`src/cmp_pkg.sv`:
```
// Package with register map, field layout and types of the comparator block.
package cmp_pkg;
    localparam int NUM_CMP = 3;
    localparam logic [31:0] CTRL0_ADDR = 32'h0000_0000;
    localparam logic [31:0] CTRL1_ADDR = 32'h0000_0004;
    localparam logic [31:0] CTRL2_ADDR = 32'h0000_0008;
    localparam logic [31:0] STATUS_ADDR = 32'h0000_000c;
    localparam logic [31:0] VECTOR_ADDR = 32'h0000_0010;
    localparam int ENABLE_BIT = 7;
    localparam int IRQ_EN_BIT = 6;
    localparam int SENSE_HI_BIT = 5;
    localparam int SENSE_LO_BIT = 4;
    localparam int ROUTE_BIT = 3;
    localparam int NEGSEL_HI = 2;
    localparam int NEGSEL_LO = 0;
    localparam int FLAG_LO_BIT = 4;
    localparam int CLK_SEL_BIT = 3;
    localparam int OUT_LO_BIT = 0;
    localparam logic [7:0] CTRL_RESET = 8'h00;
    localparam logic [7:0] CTRL0_MASK = 8'hf7;
    localparam logic [7:0] CTRL1_MASK = 8'hff;
    localparam logic [1:0] SENSE_TOGGLE = 2'h0;
    localparam logic [1:0] SENSE_RSVD = 2'h1;
    localparam logic [1:0] SENSE_FALL = 2'h2;
    localparam logic [1:0] SENSE_RISE = 2'h3;
    localparam logic [2:0] NEG_DIV640 = 3'h0;
    localparam logic [2:0] NEG_DIV320 = 3'h1;
    localparam logic [2:0] NEG_DIV213 = 3'h2;
    localparam logic [2:0] NEG_DIV160 = 3'h3;
    localparam logic [2:0] NEG_PIN = 3'h4;
    localparam logic [2:0] NEG_DAC = 3'h5;
    localparam logic [1:0] RESP_OKAY = 2'h0;
    localparam logic [1:0] RESP_SLVERR = 2'h2;

    typedef struct packed {
        logic enable;
        logic irq_enable;
        logic [1:0] sense;
        logic capture_route;
        logic [2:0] negative_input_selector;
    } cmp_ctrl_s;
endpackage

```
`src/triple_comparator_control.sv`:
```
// Control, sampling and event flag logic around three clocked comparators.
//
// Local design decisions: register access over AXI4-Lite and the register addresses.
`timescale 1ns/100ps
`default_nettype none

// Operation
// - Output high when positive input above selected reference
// - Sample every comparator on each falling I/O edge
// - Separate interrupt request line per comparator
// - Control bit 7 turns comparator on
// - Control bit 6 gates interrupt request
// - Bits 5:4 choose toggle, fall or rise
// - Bits 2:0 choose negative input source
// - Event sets status flag bit 6,5,4
// - Vector acknowledge clears flag when irq enabled
// - Writing one clears flag, zero keeps it
// - Flags offered as converter start triggers
// - Bit 3 routes comparator 1 to capture
// - Capture edge select picks rising or falling
// - Routing off leaves capture path disconnected
// - Status bit 3 selects PLL derived clock
// - Cleared clock select uses ordinary I/O clock
// - Status bits 2:0 show live outputs
module triple_comparator_control (
    input wire logic clk_i,
    input wire logic rst_i,
    input wire logic [31:0] s_axi_awaddr_i,
    input wire logic s_axi_awvalid_i,
    output logic s_axi_awready_o,
    input wire logic [31:0] s_axi_wdata_i,
    input wire logic [3:0] s_axi_wstrb_i,
    input wire logic s_axi_wvalid_i,
    output logic s_axi_wready_o,
    output logic [1:0] s_axi_bresp_o,
    output logic s_axi_bvalid_o,
    input wire logic s_axi_bready_i,
    input wire logic [31:0] s_axi_araddr_i,
    input wire logic s_axi_arvalid_i,
    output logic s_axi_arready_o,
    output logic [31:0] s_axi_rdata_o,
    output logic [1:0] s_axi_rresp_o,
    output logic s_axi_rvalid_o,
    input wire logic s_axi_rready_i,
    input wire logic [2:0] cmp_raw_i,
    input wire logic io_clk_i,
    input wire logic pll_clk_i,
    input wire logic timer_capture_edge_select_i,
    output logic [2:0] irq_o,
    output logic [2:0] conv_trigger_o,
    output logic capture_in_o,
    output logic capture_route_o,
    output logic [2:0] cmp_enable_o,
    output logic [8:0] negative_input_selector_o,
    output logic cmp_clock_pll_select_o
);
    import cmp_pkg::*;

    cmp_ctrl_s ctrl [NUM_CMP];
    logic [NUM_CMP-1:0] flag;
    logic clk_sel;
    logic [NUM_CMP-1:0] raw_s1, raw_s2, cmp_out, cmp_prev;
    logic io_s1, io_s2, io_d, pll_s1, pll_s2, pll_d;
    logic sample_strobe;
    logic [NUM_CMP-1:0] event_hit;
    logic [31:0] aw_addr, w_data;
    logic aw_held, w_held;
    logic wr_go;
    logic [NUM_CMP-1:0] wr_clear, vec_clear;
    logic wr_ok;

    // ------------------------------------------------------------------
    // Synchronise comparator results and the sampling clocks.
    // ------------------------------------------------------------------
    always_ff @(posedge clk_i) begin
        if (rst_i) begin
            raw_s1 <= '0;
            raw_s2 <= '0;
            io_s1 <= 1'b0;
            io_s2 <= 1'b0;
            io_d <= 1'b0;
            pll_s1 <= 1'b0;
            pll_s2 <= 1'b0;
            pll_d <= 1'b0;
        end else begin
            raw_s1 <= cmp_raw_i;
            raw_s2 <= raw_s1;
            io_s1 <= io_clk_i;
            io_s2 <= io_s1;
            io_d <= io_s2;
            pll_s1 <= pll_clk_i;
            pll_s2 <= pll_s1;
            pll_d <= pll_s2;
        end
    end

    // Falling edge of whichever comparator clock is chosen; either clock
    // must stay below a quarter of clk_i for this to see every edge.
    always_comb begin
        if (clk_sel) begin
            sample_strobe = pll_d & ~pll_s2;
        end else begin
            sample_strobe = io_d & ~io_s2;
        end
    end

    // ------------------------------------------------------------------
    // Registered comparator outputs and edge detection.
    // ------------------------------------------------------------------
    always_ff @(posedge clk_i) begin
        if (rst_i) begin
            cmp_out <= '0;
            cmp_prev <= '0;
        end else if (sample_strobe) begin
            cmp_prev <= cmp_out;
            for (int i = 0; i < NUM_CMP; i++) begin
                // The analog core reports positive above negative as one.
                cmp_out[i] <= raw_s2[i] & ctrl[i].enable;
            end
        end
    end

    always_comb begin
        for (int i = 0; i < NUM_CMP; i++) begin
            event_hit[i] = 1'b0;
            if (ctrl[i].enable) begin
                unique case (ctrl[i].sense)
                    SENSE_TOGGLE: event_hit[i] = cmp_out[i] ^ cmp_prev[i];
                    SENSE_RSVD: event_hit[i] = 1'b0;
                    SENSE_FALL: event_hit[i] = cmp_prev[i] & ~cmp_out[i];
                    SENSE_RISE: event_hit[i] = cmp_out[i] & ~cmp_prev[i];
                endcase
            end
        end
    end

    // ------------------------------------------------------------------
    // AXI4-Lite write channel.
    // ------------------------------------------------------------------
    assign wr_go = aw_held & w_held & ~s_axi_bvalid_o;
    assign wr_ok = (aw_addr == CTRL0_ADDR) | (aw_addr == CTRL1_ADDR) |
                   (aw_addr == CTRL2_ADDR) | (aw_addr == STATUS_ADDR) |
                   (aw_addr == VECTOR_ADDR);

    always_ff @(posedge clk_i) begin
        if (rst_i) begin
            aw_held <= 1'b0;
            aw_addr <= '0;
            s_axi_awready_o <= 1'b1;
        end else if (s_axi_awvalid_i & s_axi_awready_o) begin
            aw_held <= 1'b1;
            aw_addr <= {s_axi_awaddr_i[31:2], 2'b00};
            s_axi_awready_o <= 1'b0;
        end else if (wr_go) begin
            aw_held <= 1'b0;
        end else if (~aw_held & ~s_axi_bvalid_o) begin
            s_axi_awready_o <= 1'b1;
        end
    end

    always_ff @(posedge clk_i) begin
        if (rst_i) begin
            w_held <= 1'b0;
            w_data <= '0;
            s_axi_wready_o <= 1'b1;
        end else if (s_axi_wvalid_i & s_axi_wready_o) begin
            w_held <= 1'b1;
            // Only the low byte carries register bits.
            w_data <= s_axi_wstrb_i[0] ? s_axi_wdata_i : 32'h0000_0000;
            s_axi_wready_o <= 1'b0;
        end else if (wr_go) begin
            w_held <= 1'b0;
        end else if (~w_held & ~s_axi_bvalid_o) begin
            s_axi_wready_o <= 1'b1;
        end
    end

    always_ff @(posedge clk_i) begin
        if (rst_i) begin
            s_axi_bvalid_o <= 1'b0;
            s_axi_bresp_o <= RESP_OKAY;
        end else if (wr_go) begin
            s_axi_bvalid_o <= 1'b1;
            s_axi_bresp_o <= wr_ok ? RESP_OKAY : RESP_SLVERR;
        end else if (s_axi_bready_i) begin
            s_axi_bvalid_o <= 1'b0;
        end
    end

    // ------------------------------------------------------------------
    // Control registers.
    // ------------------------------------------------------------------
    always_ff @(posedge clk_i) begin
        if (rst_i) begin
            for (int i = 0; i < NUM_CMP; i++) begin
                ctrl[i] <= CTRL_RESET;
            end
        end else if (wr_go) begin
            if (aw_addr == CTRL0_ADDR) begin
                ctrl[0] <= w_data[7:0] & CTRL0_MASK;
            end
            if (aw_addr == CTRL1_ADDR) begin
                ctrl[1] <= w_data[7:0] & CTRL1_MASK;
            end
            if (aw_addr == CTRL2_ADDR) begin
                ctrl[2] <= w_data[7:0] & CTRL0_MASK;
            end
        end
    end

    always_ff @(posedge clk_i) begin
        if (rst_i) begin
            clk_sel <= 1'b0;
        end else if (wr_go & (aw_addr == STATUS_ADDR)) begin
            clk_sel <= w_data[CLK_SEL_BIT];
        end
    end

    // ------------------------------------------------------------------
    // Event flags: a new event wins over any clear in the same cycle.
    // ------------------------------------------------------------------
    always_comb begin
        for (int i = 0; i < NUM_CMP; i++) begin
            wr_clear[i] = wr_go & (aw_addr == STATUS_ADDR) &
                          w_data[FLAG_LO_BIT + i];
            vec_clear[i] = wr_go & (aw_addr == VECTOR_ADDR) &
                           w_data[i] & ctrl[i].irq_enable;
        end
    end

    always_ff @(posedge clk_i) begin
        if (rst_i) begin
            flag <= '0;
        end else begin
            for (int i = 0; i < NUM_CMP; i++) begin
                if (sample_strobe & event_hit[i]) begin
                    flag[i] <= 1'b1;
                end else if (wr_clear[i] | vec_clear[i]) begin
                    flag[i] <= 1'b0;
                end
            end
        end
    end

    // ------------------------------------------------------------------
    // Outputs to the processor, converters, timer and analog cores.
    // ------------------------------------------------------------------
    always_ff @(posedge clk_i) begin
        if (rst_i) begin
            irq_o <= '0;
            conv_trigger_o <= '0;
            capture_in_o <= 1'b0;
            capture_route_o <= 1'b0;
            cmp_enable_o <= '0;
            negative_input_selector_o <= '0;
            cmp_clock_pll_select_o <= 1'b0;
        end else begin
            for (int i = 0; i < NUM_CMP; i++) begin
                irq_o[i] <= flag[i] & ctrl[i].irq_enable;
                conv_trigger_o[i] <= flag[i];
                cmp_enable_o[i] <= ctrl[i].enable;
                negative_input_selector_o[i*3 +: 3] <=
                    ctrl[i].negative_input_selector;
            end
            // The timer's own edge select sees the inverted level when it
            // asks for falling edges, so it always captures on a rise here.
            if (ctrl[1].capture_route) begin
                capture_in_o <= cmp_out[1] ^ ~timer_capture_edge_select_i;
            end else begin
                capture_in_o <= 1'b0;
            end
            capture_route_o <= ctrl[1].capture_route;
            cmp_clock_pll_select_o <= clk_sel;
        end
    end

    // ------------------------------------------------------------------
    // AXI4-Lite read channel.
    // ------------------------------------------------------------------
    always_ff @(posedge clk_i) begin
        if (rst_i) begin
            s_axi_arready_o <= 1'b1;
            s_axi_rvalid_o <= 1'b0;
            s_axi_rdata_o <= '0;
            s_axi_rresp_o <= RESP_OKAY;
        end else if (s_axi_arvalid_i & s_axi_arready_o) begin
            s_axi_arready_o <= 1'b0;
            s_axi_rvalid_o <= 1'b1;
            s_axi_rresp_o <= RESP_OKAY;
            unique case ({s_axi_araddr_i[31:2], 2'b00})
                CTRL0_ADDR: s_axi_rdata_o <= {24'h000000, ctrl[0]};
                CTRL1_ADDR: s_axi_rdata_o <= {24'h000000, ctrl[1]};
                CTRL2_ADDR: s_axi_rdata_o <= {24'h000000, ctrl[2]};
                STATUS_ADDR: s_axi_rdata_o <= {24'h000000, 1'b0, flag,
                                               clk_sel, cmp_out};
                VECTOR_ADDR: s_axi_rdata_o <= 32'h0000_0000;
                default: begin
                    s_axi_rdata_o <= 32'h0000_0000;
                    s_axi_rresp_o <= RESP_SLVERR;
                end
            endcase
        end else if (s_axi_rvalid_o & s_axi_rready_i) begin
            s_axi_rvalid_o <= 1'b0;
            s_axi_arready_o <= 1'b1;
        end
    end
endmodule

`default_nettype wire

```
`config.mk`:
```
export PLATFORM = sky130hd
export DESIGN_NAME = triple_comparator_control
export DESIGN_NICKNAME = d
export VERILOG_FILES = /design/src/cmp_pkg.sv /design/src/triple_comparator_control.sv
export SDC_FILE = /design/constraint.sdc
export NUM_CORES = 1
export LEC_CHECK = 0
export BUFFER_PORTS_ARGS = -buffer_cell sky130_fd_sc_hd__buf_2
export CORE_MARGIN = 2
export CORE_UTILIZATION = 40
export CTS_CLUSTER_SIZE = 8
export DETAILED_ROUTE_END_ITERATION = 7
export GPL_TIMING_DRIVEN = 0
export PLACE_DENSITY = 0.69
export RECOVER_POWER = 100
export SLEW_MARGIN = 40
export SYNTH_ARGS = -nofsm -noshare
export SYNTH_HDL_FRONTEND = slang
export SYNTH_SLANG_ARGS = --single-unit
```
`constraint.sdc`:
```
create_clock -name clk_i -period 2.8 [get_ports clk_i]
set_input_delay 0.14 -clock clk_i [delete_from_list [all_inputs] [get_ports clk_i]]
set_output_delay 0.14 -clock clk_i [all_outputs]
set_load 0.01 [all_outputs]
```
# Word-level counts from Yosys, hierarchy flattened
# Memories as Yosys holds them, arrays and structs flattened.
# Index checks and enable logic that the tools add are counted.
# Widths: inputs -> output; s select.
# word_totals
regBits	124
ramBits	24
inputBits	113
out_inout_bits	62
wordCells	183
n_memories	1
# memory_table
memory	words	width	rd	rd_clocked_by_memory_dff	write_ports	line	rtl
ctrl	3	8	3	0	3	triple_comparator_control.sv:59	cmp_ctrl_s ctrl [NUM_CMP];
# op_classes
n_eq_ne	19
mux	49
bitwise_logic	63
n_reduce_logical	18
# op_table
op	n
$eq 30x2->1 const B	4
$eq 30x1->1 const B	2
$eq 30x3->1 const B	2
$mux 1	39
$and 1x1->1	36
$logic_not 32->1	1
$mux 8	4
$pmux 8 s4	1
$logic_not 30->1	1
$reduce_bool 2->1	9
$not 1->1	13
$eq 2x2->1 const B	6
$pmux 1 s4	3
$or 1x1->1	10
$eq 2x1->1 const B	3
$logic_not 2->1	3
$reduce_or 5->1	1
$mux 2	2
$ne 2x1->1 const B	2
$reduce_and 2->1	2
$xor 1x1->1	4
$reduce_or 2->1	1

# Logic depth before layout (Yosys ltp)
# logic_depth
word_depth	8
ltp_mapped	6

# Worst setup path after synthesis
# No wires, ideal clock.
# synth_timing
path_type	flip-flop to flip-flop
startpoint	register s_axi_bvalid_o
endpoint	memory ctrl[0][10] (netlist bit), enable pin
setup_time_ps	374
arrival_ps	1937
required_ps	2426
setup_slack_ps	489
path_stages_with_launch	6
n_path_buf	1
cell_sequence	dfxtp_1 and3b_1 nand3_1 or4_1 buf_2 o21ai_1
# synth_lines
item	line	rtl
from (decl)	triple_comparator_control.sv:36	output logic s_axi_bvalid_o,
from (signal assigned)	triple_comparator_control.sv:180	s_axi_bvalid_o <= 1'b0;
from (signal assigned)	triple_comparator_control.sv:183	s_axi_bvalid_o <= 1'b1;
from (signal assigned)	triple_comparator_control.sv:186	s_axi_bvalid_o <= 1'b0;
to (decl)	triple_comparator_control.sv:59	

==> results.cfg <==
[routing]
drt-initial-drc-count = 167
routed_wirelength_um = 12300
viasPerCell = 4.87
first_pass_iters = 7
num_vias = 4049
wl_per_cell_um = 14.8
drc = 8
ant_nets = 0

[critical_path]
slowest_stage = or4_1
crit_end = ctrl[0][14]
slowest_delay_ns = 0.62
crit_chain = nor4_1 > nand3_1 > or4_1 > buf_2 > o21ai_4
r2r_end = ctrl[0][14]
critical_path.endpoint_type = register
worstSetupPathType = reg2reg
start_kind = register
r2r_start = aw_addr[11]
crit_required_ns = 2.87
cp_max_fo = 10
r2r_cells = 5
r2r_slack_ns = 0.25
cp.arrival_ns = 2.62
setup.worst_path.start = aw_addr[11]

[synth]
synthCells = 481
ys_ff_latch = 120
yosysMostFrequentCell = dfxtp_1
synthFlopType = dfxtp_1
ys_seq_area_share_pct = 55.0
synth_top_cells_by_count = dfxtp_1, nand2_1, a21oi_1, nor2b_1, buf_4
synth_top_area_share_pct = 41.1
async_flop_share_pct = 0
synth_cell_types = 43
synth_area_leader_cell = dfxtp_1
syn_avg_cell_area_um2 = 9.92
yosysWarningCount = 0
synth_edf_count = 22
synth_area_um2 = 4770
yosys-top-cells-area = dfxtp_1, edfxtp_1, nand2_1, a21oi_1, buf_4

[sta]
rsz0062_at_grt = no
finalCriticalPeriod_ns = 2.55
drv_slew = 0
slew_headroom_pct = 18.3
finalCritPeriodShare_pct = 91.1
setup_slack_ns = 0.249
fmax_mhz = 392
worst_slew_pin_slew_ns = 1.22
hold_viol_final = 0
setup_viol = 0
clock_skew_ns = 0.00810

[placed_design]
pre_cts_slack_ns = -0.119
gp_routability_congestion = 0.831
dpl.cell_count = 763
dp_hpwl_um = 8570
port_buffers = 114

[power]
powerDensity_nw_per_um2 = 657
peakVddDrop_mv = 0.411
total_power_mw = 4.26
p_leak_nw = 2.61

[final_layout]
antenna_cells = 0
fillCellCount = 1043
drive_above_1_share_pct = 22.1
nets = 794
fin_cells = 831
syn_to_final_growth_pct = 35.9

[global_routing]
grt_pass1_wl_um = 19600
grt_use_total_pct = 19.5
grt_pass1_vias = 4130
grt_max_degree = 17
overflow = 0
antenna_found_initial = 0

[clock_network]
cts_buffer_depth = 2
clkLatencyLatePin_ns = 0.41
cts.sinks = 120
cts_tree = done
cts_max_level = 4
clk_pin_slew_ns = 0.06
post_cts_buffers = 0
cts_made_buffers = 17
cts-root-buf = clkbuf_16

[floorplanning]
ios = 175
start_util_pct = 41.4
fp.dieW_um = 113
std_cell_rows = 39
core-area_um2 = 11500
dieArea_um2 = 12800
die_y_um = 113

[outcome]
violations = design-rule violations
outcome = finished, violations left

[min_path]
holdCritPathClass = in2reg
hold_path_depth = 3

[flow_run]
drv_cap = 0
[report_power, final]
part	switching, mW	internal (mW)	total, mW
clock	0.799	1.23	2.03
combinational	0.192	0.174	0.366
sequential	0.0441	1.82	1.87
[timing repair]
item                                    4_1_cts  5_1_grt
hold buffers                                 36        0
endpoints found under the hold margin        36        0
endpoints found under the setup margin       15       22
resized for setup                             2        3
cloned                                        0        0
[through the flow]
step / cell area (um2) / utilization, % / hold slack, ns / TNS (ns)
4_1_cts: 6550 / 56.8 / 0.00671 / 0
6_report: 6480 / 56.3 / 0.0159 / 0
2_1_floorplan: 4860 / - / 0.268 / 0
3_5_place_dp: 5620 / 48.8 / 0.358 / -0.950
3_3_place_gp: 5610 / 48.7 / 0.359 / -1.78
5_1_grt: 6480 / 56.3 / 0.0108 / 0
[sequential cells by signal, summed over array words and instances, names as in the netlist, 8 cells and up]
name,flops
aw_addr,30
ctrl,22
negative_input_selector_o,9
s_axi_rdata_o,8
w_data,8
[cell type report]
type / instances / area [um2] / share of cell area [%]
Buffer: 48 / 279 / 4.30
Multi-Input combinational cell: 322 / 1900 / 29.4
Tap cell: 143 / 179 / 2.76
Timing Repair Buffer: 150 / 885 / 13.6
Sequential cell: 120 / 2620 / 40.4
Inverter: 16 / 60.1 / 0.926
Clock inverter: 14 / 126 / 1.95
Clock buffer: 18 / 429 / 6.62
[cell usage in the layout (no fill, tap or decap), types with 3 or more instances in the layout]
cell,count
nand2b_1,5
nand3_1,16
o31ai_1,4
a22o_1,7
nand4b_1,3
buf_2,78
a31oi_1,3
conb_1,26
dlygate4sd3_1,36
buf_4,26
nor4_1,11
nor2_1,7
clkinv_2,4
o21ai_0,8
clkinv_4,3
inv_1,16
a21oi_1,51
clkbuf_1,55
mux2_2,4
clkbuf_16,17
nand2_1,85
nor3_1,14
and2_0,3
nor4bb_1,3
nor2b_1,29
edfxtp_1,22
ha_1,6
buf_1,4
and2_1,5
a221oi_1,3
a21o_1,3
nand3b_1,3
dfxtp_1,98
mux4_2,6
[worst min path at each step]
stage / start / endpoint
after detailed placement: cmp_raw_i[1] / raw_s1[1]
after global placement: pll_clk_i / pll_s1
after CTS: s_axi_wdata_i[6] / w_data[6]
after floorplan: io_clk_i / io_s1
after global routing: s_axi_wdata_i[0] / w_data[0]
final: s_axi_wdata_i[6] / w_data[6]
[worst max-delay path, delay by kind of cell (launching register included)]
| family | cells | cell delay, ns |
|---|---|---|
| flops | 1 | 0.31 |
| compound gates | 1 | 0.34 |
| simple gates | 3 | 1.31 |
| buf+inv | 1 | 0.25 |
[metal layers]
metal  vias up  global-route usage [%]  part of all wire [%]
met5         -                       0                     0
li1       2008                       -                     -
met1      1880                    22.1                    41
met2       146                    35.4                    51
met3        15                    5.78                   6.7
met4         0                    5.93                   1.1
[logic make-up (layout without fill, tap and decap cells)]
family | count (synthesis) | count (layout) | share of synthesized area [%]
other cells | 1 | 26 | 0.0786
simple gates | 194 | 194 | 21.8
fa+ha+maj | 6 | 6 | 1.57
compound gates | 84 | 84 | 10.3
buf+inv | 64 | 246 | 7.11
flops | 120 | 120 | 55.0
mux | 11 | 11 | 3.99
xor+xnor | 1 | 1 | 0.184
Power figures use the tool's default switching activity.
